`src/rtl/sleep_wake_pkg.sv`:
```
// Shared constants and types for the sleep and wake controller
package sleep_wake_pkg;

  localparam int unsigned CLK_HZ = 200_000_000;
  localparam int unsigned MS_DIV_CYCLES = CLK_HZ / 1000;
  localparam int unsigned SLEEP_DELAY_MS = 2000;
  localparam int unsigned AUTO_SLEEP_MS = 2000;
  localparam int unsigned WAKE_LIMIT_MS = 50;
  localparam int unsigned WAKE_DELAY_MS = 1;
  localparam int unsigned RING_CALL_PERIOD_MS = 5000;
  localparam int unsigned RING_CALL_WIDTH_MS = 30;
  localparam int unsigned RING_SMS_WIDTH_MS = 25;
  localparam int unsigned BLINK_HALF_MS = 500;
  localparam int unsigned MS_CNT_W = 13;

  typedef enum logic [1:0] {
    PWR_AWAKE = 2'b00,
    PWR_WAKING = 2'b01,
    PWR_ASLEEP = 2'b10
  } power_state_type;

  typedef struct packed {
    logic incoming_call;
    logic call_connected;
    logic sms_arrived;
    logic data_call;
    logic server_data;
  } net_event_type;

  typedef struct packed {
    logic serial_en;
    logic asleep;
    logic report_event;
    logic indicator;
    logic ring_n;
  } power_out_type;

endpackage

```
`src/rtl/sleep_wake_ctrl.sv`:
```
// Sleep entry, wake-up, ring pulse and indicator control of the data module
//
// Functional notes
// - Sleep only after power-save enabled with DTR high
// - Indicator stops blinking once power saving enabled
// - DTR low with power saving: sleep after 2s
// - Serial port disabled while asleep
// - Sleep postponed until serial transfer finishes
// - DTR rising wakes device within 50ms
// - Network event wakes device and reports it
// - Host raises then lowers DTR; device re-sleeps
// - Unhandled event wake re-sleeps after 2s
// - Serial receive data wakes sleeping device
// - Call ring: 30ms low pulses every 5s
// - SMS with reminders: one 25ms low pulse
// - Data call leaves ring output high
// - Call ring period 5s, width 30ms
// - Connected call stops ring, holds high
// - Awake and operating: indicator blinks once per second
`timescale 1ns/1ps
module sleep_wake_ctrl
  import sleep_wake_pkg::*;
#(
  parameter int unsigned MS_CYCLES = MS_DIV_CYCLES
) (
  // Clock and reset
  input wire logic core_clk,
  input wire logic arst_n,
  // Host control
  input wire logic dtr,
  input wire logic power_save_enable_command,
  input wire logic sms_reminder_en,
  // Serial activity
  input wire logic uart_busy,
  input wire logic rx_activity,
  // Network events
  input wire net_event_type net_event,
  // Status outputs
  output power_out_type pwr_out
);

  function automatic logic [MS_CNT_W-1:0] ms_val(input int unsigned ms);
    ms_val = MS_CNT_W'(ms);
  endfunction

  // Millisecond tick divider
  logic [31:0] div_cnt;
  wire ms_tick = (div_cnt == MS_CYCLES - 1);
  always_ff @(posedge core_clk or negedge arst_n) begin
    if (!arst_n) begin
      div_cnt <= '0;
    end else if (ms_tick) begin
      div_cnt <= '0;
    end else begin
      div_cnt <= div_cnt + 32'h1;
    end
  end

  // Power-save setting is taken only while DTR is high
  logic pwr_save;
  always_ff @(posedge core_clk or negedge arst_n) begin
    if (!arst_n) begin
      pwr_save <= 1'b0;
    end else if (power_save_enable_command && dtr) begin
      pwr_save <= 1'b1;
    end
  end

  logic dtr_q;
  logic event_wake;
  power_state_type state;
  power_state_type next_state;
  logic [MS_CNT_W-1:0] slp_ms;
  logic [MS_CNT_W-1:0] wake_ms;

  wire dtr_rise = dtr && !dtr_q;
  wire net_wake = net_event.incoming_call || net_event.sms_arrived || net_event.server_data;
  // Any wake condition resets the sleep timer, so the timeout runs only when idle
  wire wake_pending = dtr || uart_busy || rx_activity || net_wake;
  wire sleep_limit = event_wake ? (slp_ms >= ms_val(AUTO_SLEEP_MS))
                                : (slp_ms >= ms_val(SLEEP_DELAY_MS));
  wire go_sleep = (state == PWR_AWAKE) && pwr_save && !wake_pending
                  && sleep_limit && ms_tick;
  wire asleep_wake = (state == PWR_ASLEEP) && (dtr_rise || dtr || rx_activity || net_wake);

  always_comb begin
    next_state = state;
    unique case (state)
      PWR_AWAKE: begin
        if (go_sleep) begin
          next_state = PWR_ASLEEP;
        end
      end
      PWR_ASLEEP: begin
        if (asleep_wake) begin
          next_state = PWR_WAKING;
        end
      end
      PWR_WAKING: begin
        if (ms_tick && wake_ms >= ms_val(WAKE_DELAY_MS)) begin
          next_state = PWR_AWAKE;
        end
      end
      default: next_state = PWR_AWAKE;
    endcase
  end

  always_ff @(posedge core_clk or negedge arst_n) begin
    if (!arst_n) begin
      state <= PWR_AWAKE;
      dtr_q <= 1'b0;
      event_wake <= 1'b0;
      slp_ms <= '0;
      wake_ms <= '0;
    end else begin
      state <= next_state;
      dtr_q <= dtr;
      if (state == PWR_ASLEEP && net_wake) begin
        event_wake <= 1'b1;
      end else if (dtr || rx_activity || next_state == PWR_ASLEEP) begin
        event_wake <= 1'b0;
      end
      if (state != PWR_AWAKE || wake_pending) begin
        slp_ms <= '0;
      end else if (ms_tick && !sleep_limit) begin
        slp_ms <= slp_ms + 1'b1;
      end
      if (state != PWR_WAKING) begin
        wake_ms <= '0;
      end else if (ms_tick) begin
        wake_ms <= wake_ms + 1'b1;
      end
    end
  end

  // Ring pattern: a call owns the pin; an SMS gets one pulse when no call rings
  logic call_active;
  logic [MS_CNT_W-1:0] ring_ms;
  logic [MS_CNT_W-1:0] sms_ms;
  logic sms_active;
  wire call_start = net_event.incoming_call && !net_event.data_call && !call_active;
  wire call_low = call_active && (ring_ms < ms_val(RING_CALL_WIDTH_MS));
  wire sms_low = sms_active && !call_active;
  always_ff @(posedge core_clk or negedge arst_n) begin
    if (!arst_n) begin
      call_active <= 1'b0;
      ring_ms <= '0;
      sms_active <= 1'b0;
      sms_ms <= '0;
    end else begin
      if (net_event.call_connected || !net_event.incoming_call || net_event.data_call) begin
        call_active <= 1'b0;
        ring_ms <= '0;
      end else if (call_start) begin
        call_active <= 1'b1;
        ring_ms <= '0;
      end else if (ms_tick) begin
        ring_ms <= (ring_ms == ms_val(RING_CALL_PERIOD_MS - 1)) ? '0 : ring_ms + 1'b1;
      end
      if (net_event.sms_arrived && sms_reminder_en && !sms_active) begin
        sms_active <= 1'b1;
        sms_ms <= '0;
      end else if (sms_active && ms_tick) begin
        if (sms_ms == ms_val(RING_SMS_WIDTH_MS - 1)) begin
          sms_active <= 1'b0;
        end
        sms_ms <= sms_ms + 1'b1;
      end
    end
  end

  // Indicator: 1 Hz blink while awake and power saving off
  logic [MS_CNT_W-1:0] blink_ms;
  logic blink;
  always_ff @(posedge core_clk or negedge arst_n) begin
    if (!arst_n) begin
      blink_ms <= '0;
      blink <= 1'b0;
    end else if (ms_tick) begin
      if (blink_ms == ms_val(BLINK_HALF_MS - 1)) begin
        blink_ms <= '0;
        blink <= !blink;
      end else begin
        blink_ms <= blink_ms + 1'b1;
      end
    end
  end

  // Registered outputs
  always_ff @(posedge core_clk or negedge arst_n) begin
    if (!arst_n) begin
      pwr_out <= '{serial_en: 1'b1, asleep: 1'b0, report_event: 1'b0,
                   indicator: 1'b0, ring_n: 1'b1};
    end else begin
      pwr_out.serial_en <= (next_state != PWR_ASLEEP);
      pwr_out.asleep <= (next_state == PWR_ASLEEP);
      pwr_out.report_event <= (state == PWR_ASLEEP) && net_wake;
      pwr_out.indicator <= pwr_save ? 1'b0 : blink;
      pwr_out.ring_n <= !(call_low || sms_low);
    end
  end

  // Checks
  AST_NO_SLEEP_WITHOUT_SAVE: assert property (@(posedge core_clk) disable iff (!arst_n)
    !pwr_save |-> state != PWR_ASLEEP) else $error("asleep without power save");
  AST_SLEEP_NEEDS_IDLE: assert property (@(posedge core_clk) disable iff (!arst_n)
    (state == PWR_AWAKE && next_state == PWR_ASLEEP) |-> !uart_busy && !dtr)
    else $error("sleep entered while busy");
  AST_SERIAL_OFF: assert property (@(posedge core_clk) disable iff (!arst_n)
    state == PWR_ASLEEP |=> !pwr_out.serial_en || $past(asleep_wake))
    else $error("serial enabled while asleep");
  AST_WAKE_DTR: assert property (@(posedge core_clk) disable iff (!arst_n)
    (state == PWR_ASLEEP && dtr) |=> state == PWR_WAKING) else $error("dtr did not wake");
  AST_WAKE_RX: assert property (@(posedge core_clk) disable iff (!arst_n)
    (state == PWR_ASLEEP && rx_activity) |=> state == PWR_WAKING) else $error("rx no wake");
  AST_EVENT_REPORT: assert property (@(posedge core_clk) disable iff (!arst_n)
    (state == PWR_ASLEEP && net_wake) |=> pwr_out.report_event) else $error("no report");
  AST_INDICATOR_OFF: assert property (@(posedge core_clk) disable iff (!arst_n)
    pwr_save |=> !pwr_out.indicator) else $error("indicator blinking in power save");
  AST_RING_IDLE: assert property (@(posedge core_clk) disable iff (!arst_n)
    (!call_active && !sms_active) |=> pwr_out.ring_n) else $error("ring low when idle");
  // An SMS arriving in the same cycle may legally pulse the pin two edges later
  AST_RING_CONNECTED: assert property (@(posedge core_clk) disable iff (!arst_n)
    (net_event.call_connected && !sms_active && !net_event.sms_arrived) |=> ##1 pwr_out.ring_n)
    else $error("ring active after connect");
  AST_DATA_CALL: assert property (@(posedge core_clk) disable iff (!arst_n)
    (net_event.data_call && !sms_active && !net_event.sms_arrived) |=> ##1 pwr_out.ring_n)
    else $error("ring on data call");

  // Wake path
  AST_WAKE_EVENT: assert property (@(posedge core_clk) disable iff (!arst_n)
    (state == PWR_ASLEEP && net_wake) |=> state == PWR_WAKING)
    else $error("event did not wake");
  AST_WAKE_BOUND: assert property (@(posedge core_clk) disable iff (!arst_n)
    state == PWR_WAKING |-> wake_ms < ms_val(WAKE_LIMIT_MS))
    else $error("wake took too long");
  AST_NO_REPORT_AWAKE: assert property (@(posedge core_clk) disable iff (!arst_n)
    state != PWR_ASLEEP |=> !pwr_out.report_event)
    else $error("event report while awake");

  // Sleep entry
  AST_RX_BLOCKS_SLEEP: assert property (@(posedge core_clk) disable iff (!arst_n)
    (state == PWR_AWAKE && (rx_activity || uart_busy)) |-> next_state == PWR_AWAKE)
    else $error("sleep entered during serial traffic");
  AST_ASLEEP_FLAG: assert property (@(posedge core_clk) disable iff (!arst_n)
    next_state == PWR_ASLEEP |=> pwr_out.asleep && !pwr_out.serial_en)
    else $error("asleep flag not shown");
  AST_STATE_LEGAL: assert property (@(posedge core_clk) disable iff (!arst_n)
    state inside {PWR_AWAKE, PWR_WAKING, PWR_ASLEEP})
    else $error("illegal power state");
  AST_SAVE_STICKY: assert property (@(posedge core_clk) disable iff (!arst_n)
    pwr_save |=> pwr_save)
    else $error("power save dropped");
  // The event flag must be clear on entry so the auto re-sleep timer is chosen fresh
  AST_EVENT_FLAG_CLEAR: assert property (@(posedge core_clk) disable iff (!arst_n)
    state == PWR_ASLEEP |-> !event_wake)
    else $error("event flag stale while asleep");

  // Ring and indicator counters stay inside their patterns
  AST_CALL_STARTS: assert property (@(posedge core_clk) disable iff (!arst_n)
    (call_start && !net_event.call_connected) |=> call_active)
    else $error("call ring did not start");
  AST_CALL_LOW: assert property (@(posedge core_clk) disable iff (!arst_n)
    (call_active && ring_ms == '0) |=> !pwr_out.ring_n)
    else $error("call pulse missing");
  AST_RING_PERIOD: assert property (@(posedge core_clk) disable iff (!arst_n)
    ring_ms < ms_val(RING_CALL_PERIOD_MS))
    else $error("ring period overrun");
  AST_SMS_WIDTH: assert property (@(posedge core_clk) disable iff (!arst_n)
    sms_active |-> sms_ms < ms_val(RING_SMS_WIDTH_MS))
    else $error("sms pulse too long");
  AST_SMS_NEEDS_ENABLE: assert property (@(posedge core_clk) disable iff (!arst_n)
    (!sms_active && !sms_reminder_en) |=> !sms_active)
    else $error("sms pulse without reminders");
  AST_BLINK_BOUND: assert property (@(posedge core_clk) disable iff (!arst_n)
    blink_ms < ms_val(BLINK_HALF_MS))
    else $error("blink half period overrun");
  // A divider past its end would stall every millisecond timer at once
  AST_TICK_BOUND: assert property (@(posedge core_clk) disable iff (!arst_n)
    div_cnt < MS_CYCLES)
    else $error("tick divider overrun");

  COV_SLEEP: cover property (@(posedge core_clk) disable iff (!arst_n)
    state == PWR_AWAKE ##1 state == PWR_ASLEEP);
  COV_DTR_WAKE: cover property (@(posedge core_clk) disable iff (!arst_n)
    state == PWR_ASLEEP && dtr ##1 state == PWR_WAKING);
  COV_EVENT_WAKE: cover property (@(posedge core_clk) disable iff (!arst_n)
    state == PWR_ASLEEP && net_wake);
  COV_RING: cover property (@(posedge core_clk) disable iff (!arst_n) $fell(pwr_out.ring_n));
  COV_SMS_PULSE: cover property (@(posedge core_clk) disable iff (!arst_n)
    sms_active && !call_active);

endmodule

```
`config.mk`:
```
export PLATFORM = sky130hd
export DESIGN_NAME = sleep_wake_ctrl
export DESIGN_NICKNAME = d
export VERILOG_FILES = /design/src/rtl/sleep_wake_pkg.sv /design/src/rtl/sleep_wake_ctrl.sv
export SDC_FILE = /design/constraint.sdc
export NUM_CORES = 1
export LEC_CHECK = 0
export ABC_AREA = 1
export ABC_CLOCK_PERIOD_IN_PS = 2900
export BUFFER_PORTS_ARGS = -buffer_cell sky130_fd_sc_hd__buf_4
export CAP_MARGIN = 20
export CORE_ASPECT_RATIO = 0.75
export CORE_MARGIN = 2
export CORE_UTILIZATION = 65
export CTS_BUF_LIST = sky130_fd_sc_hd__clkbuf_8
export DETAILED_ROUTE_END_ITERATION = 16
export PLACE_DENSITY = 0.83
export SKIP_CTS_REPAIR_TIMING = 1
export SLEW_MARGIN = 20
export SYNTH_ARGS = -nofsm -noshare
export SYNTH_HDL_FRONTEND = slang
export SYNTH_SLANG_ARGS = --single-unit
```
`constraint.sdc`:
```
create_clock -name core_clk -period 2.9 [get_ports core_clk]
set_input_delay 0 -clock core_clk [delete_from_list [all_inputs] [get_ports core_clk]]
set_output_delay 0 -clock core_clk [all_outputs]
set_load 0.02 [all_outputs]
```
==> impl_metrics.py <==
metrics = {
    "outcome": {
        "status": "finished, final reports clean",
    },
    "route": {
        "first_pass_iters": 5,
        "num_vias": 5892,
        "drt_wl_total_mm": 15.06,
        "route.detailed.drc": 0,
        "top_layer": "met4",
        "wl_met2_mm": 6.421,
        "drt-initial-drc-count": 668,
        "ant_nets": 0,
        "avgViaCountPerCell": 5.590,
        "dr_wl_met3_mm": 1.207,
        "wl_per_cell_um": 14.29,
        "drt-met1-wl_mm": 7.228,
    },
    "clock_network": {
        "clock-sinks": 108,
        "clock_latency_ps": 380,
        "cts_root_buf": "clkbuf_8",
        "htree_levels": 3,
        "clkTransAtPathRegs_ps": 100,
        "clockBufferDepth": 2,
        "numCtsBuffers": 9,
        "cts_tree": "yes",
    },
    "worst_hold_path": {
        "hp-start": "dtr",
        "hold_path_end": "state[0]",
        "hold_depth": 5,
        "hold_path_class": "in -> reg",
    },
    "setup_path": {
        "crit_buf_inv": 3,
        "slowest_delay_ps": 500,
        "crit_family": "simple AND/OR/NAND/NOR gates",
        "cp_common_cell": "nand2_1",
        "cp_cell_sequence": "clkinv_4 -> nand2_2 -> nor2_2 -> nand2_1 -> nor2_2 -> nand2_4 -> inv_2 -> nand2_2 -> nand2_4 -> inv_2 -> nand2_1 -> nand2_1",
        "worstPathArrival_ps": 2530,
        "path_max_fanout": 22,
        "r2r_setup_slack_ps": 640,
        "crit_start": "div_cnt[20]",
        "crit_cells": 12,
        "crit_required_ps": 3170,
        "critPathSlowestCell": "dfrtp_1",
        "r2r_cells": 12,
        "endpoint_kind": "flip-flop",
        "r2r-start": "div_cnt[20]",
        "worstSetupPathType": "reg -> reg",
        "worstSetupStartpointType": "flip-flop",
        "r2r_end": "sms_ms[10]",
    },
    "global_routing": {
        "grt_max_degree": 63,
        "antenna_found_initial": 0,
        "overflow": 0,
        "track_usage_pct": 29.27,
        "grt_pass1_vias": 5409,
        "grt_pass1_wl_mm": 25.81,
    },
    "sta": {
        "fin_crit_sh_pct": 78.02,
        "tns_ps": 0,
        "hold_slack_ps": 11.50,
        "setup_ws_ps": 637.5,
        "hold_viol_final": 0,
        "finClkSkew_ps": 9.583,
        "fmax_ghz": 0.4420,
        "worst_pin_slew_ps": 661.4,
        "relSlewSlack_pct": 55.91,
        "report.final.slew_viol_count": 0,
        "rsz0062_at_grt": "no",
        "period_needed_ps": 2263,
        "setup_viol": 0,
    },
    "placed_design": {
        "port-buffer-count": 16,
        "dpl_worst_slack_ps": 684.8,
        "gp_congestion": 0.9957,
        "placed_cell_area_um2": 6807,
        "hpwlAfterDp_mm": 11.22,
    },
    "synthesis": {
        "yosys.area.top_type": "dfrtp_1",
        "synth.distinct_cells": 40,
        "avgSynthCellArea_um2": 7.398,
        "yosysWarnings": 0,
        "ys_ff_latch": 108,
        "syn-num-nets": 912,
        "synthMostInstantiatedCell": "nand2_1",
        "synth_top_flop_cell": "dfrtp_1",
        "syn-cell-area_um2": 6591,
        "synthArstFlopShare_pct": 100.0,
        "synth_top_area_share_pct": 40.24,
        "synth_area_leaders": "dfrtp_1 (40%), nand2_1 (12%), inv_1 (6.9%)",
        "seq_area_frac_synth_pct": 41.04,
        "synth_edf_count": 0,
        "synthCells": 891,
        "ys_top_cells_by_count": "nand2_1 (208), inv_1 (122), nor2_1 (116)",
    },
    "layout": {
        "n_antenna_cell": 0,
        "fill_cells": 791,
        "drive_above_1_share_pct": 8.134,
        "fin_nets": 938,
        "stdcell_area_um2": 7061,
        "area_growth_pct": 7.118,
    },
    "power_and_ir_drop": {
        "vdd.ir_drop.worst_uv": 239.7,
        "power_leakage_uw": 0.003306,
        "finalPower_uw": 2410,
        "power.density_nw_per_um2": 341.4,
    },
    "floorplanning": {
        "ios": 17,
        "initial_utilization_pct": 67.43,
        "fp.dieH_um": 91.21,
        "die_x_um": 120.3,
        "row_count": 31,
        "core_um2": 9774,
        "die_area_um2": 10970,
    },
    "run": {
        "drv_cap": 0,
    },
}
==> stage by stage <==
step | utilization [%] | cells
3_5_place_dp | 69.64 | 1030
3_3_place_gp | 69.64 | 1030
5_1_grt | 72.24 | 1054
6_report | 72.24 | 1054
4_1_cts | 71.42 | 1046
2_1_floorplan | - | 891
==> area by class of cell <==
cell class	count	area [um^2]	area share [%]
Clock inverter	5	22.52	0.3190
Clock buffer	11	151.4	2.144
Multi-Input combinational cell	640	3287	46.55
Timing Repair Buffer	25	220.2	3.119
Sequential cell	108	2705	38.31
Inverter	133	509.2	7.212
Tap cell	132	165.2	2.339
==> cells by family (layout without fill, tap and decap cells) <==
logic type | after synthesis | in the layout | synth area share [%]
AOI/OAI and AO/OA | 74 | 74 | 6.473
xor gates and xnor gates | 41 | 41 | 5.448
adders and majority gates | 9 | 9 | 1.708
buffers and inverters | 143 | 174 | 9.092
DFF | 108 | 108 | 41.04
and+or+nand+nor | 516 | 516 | 36.24
==> worst register-to-register path: stages, from the launching register on <==
cell and delay, ps:
dfrtp_1 500, clkinv_4 90, nand2_2 50, nor2_2 140, nand2_1 80, nor2_2 270, nand2_4 200, inv_2 380
nand2_2 130, nand2_4 160, inv_2 60, nand2_1 60, nand2_1 50
==> report_power, final <==
part	switching [uW]	internal [uW]	leakage [uW]
clock network	489	348	0.000101
logic	43.2	21.5	0.00175
registers	1.12	1510	0.00146
total	534	1880	0.00331
==> metal layers <==
layer / global-route usage (%) / vias to the layer above
met4: 7.558 / 0
met1: 44.35 / 2707
met3: 5.967 / 18
met5: 0 / -
met2: 42.95 / 243
li1: - / 2924
==> how the worst max path moves through the flow <==
stage	to
floorplan	ring_ms[5]
global placement	sms_ms[10]
detailed placement	sms_ms[10]
CTS	sms_ms[10]
global route	sms_ms[10]
finish	sms_ms[10]
==> sequential cells by signal, summed over array words and instances, names as in the netlist <==
| name | count |
|---|---|
| div_cnt | 32 |
| blink_ms | 13 |
| ring_ms | 13 |
| slp_ms | 13 |
| sms_ms | 13 |
| wake_ms | 13 |
| pwr_out | 5 |
| state | 2 |
| blink | 1 |
| call_active | 1 |
| pwr_save | 1 |
| sms_active | 1 |
==> cells in the final DEF, fill, tap and decap left out, types with 2 or more instances in the layout <==
master / n
nand2_1: 208
inv_1: 126
nor2_1: 116
dfrtp_1: 106
nand3_1: 71
nor3_1: 43
xor2_1: 39
nand4_1: 33
o21ai_0: 30
buf_4: 16
a21oi_1: 14
nor4_1: 11
o21ai_1: 11
clkbuf_8: 11
o31ai_1: 9
ha_1: 9
inv_2: 8
dlygate4sd3_1: 8
nand2_4: 6
nand2_2: 5
a21oi_2: 5
nor2_2: 4
nand3b_1: 4
nor3_2: 3
clkinv_4: 2
nor2_8: 2
and3_1: 2
nand3_4: 2
xnor2_1: 2
nor2_4: 2
nand3_2: 2
o21ai_2: 2
dfstp_2: 2
Power figures use the tool's default switching activity.
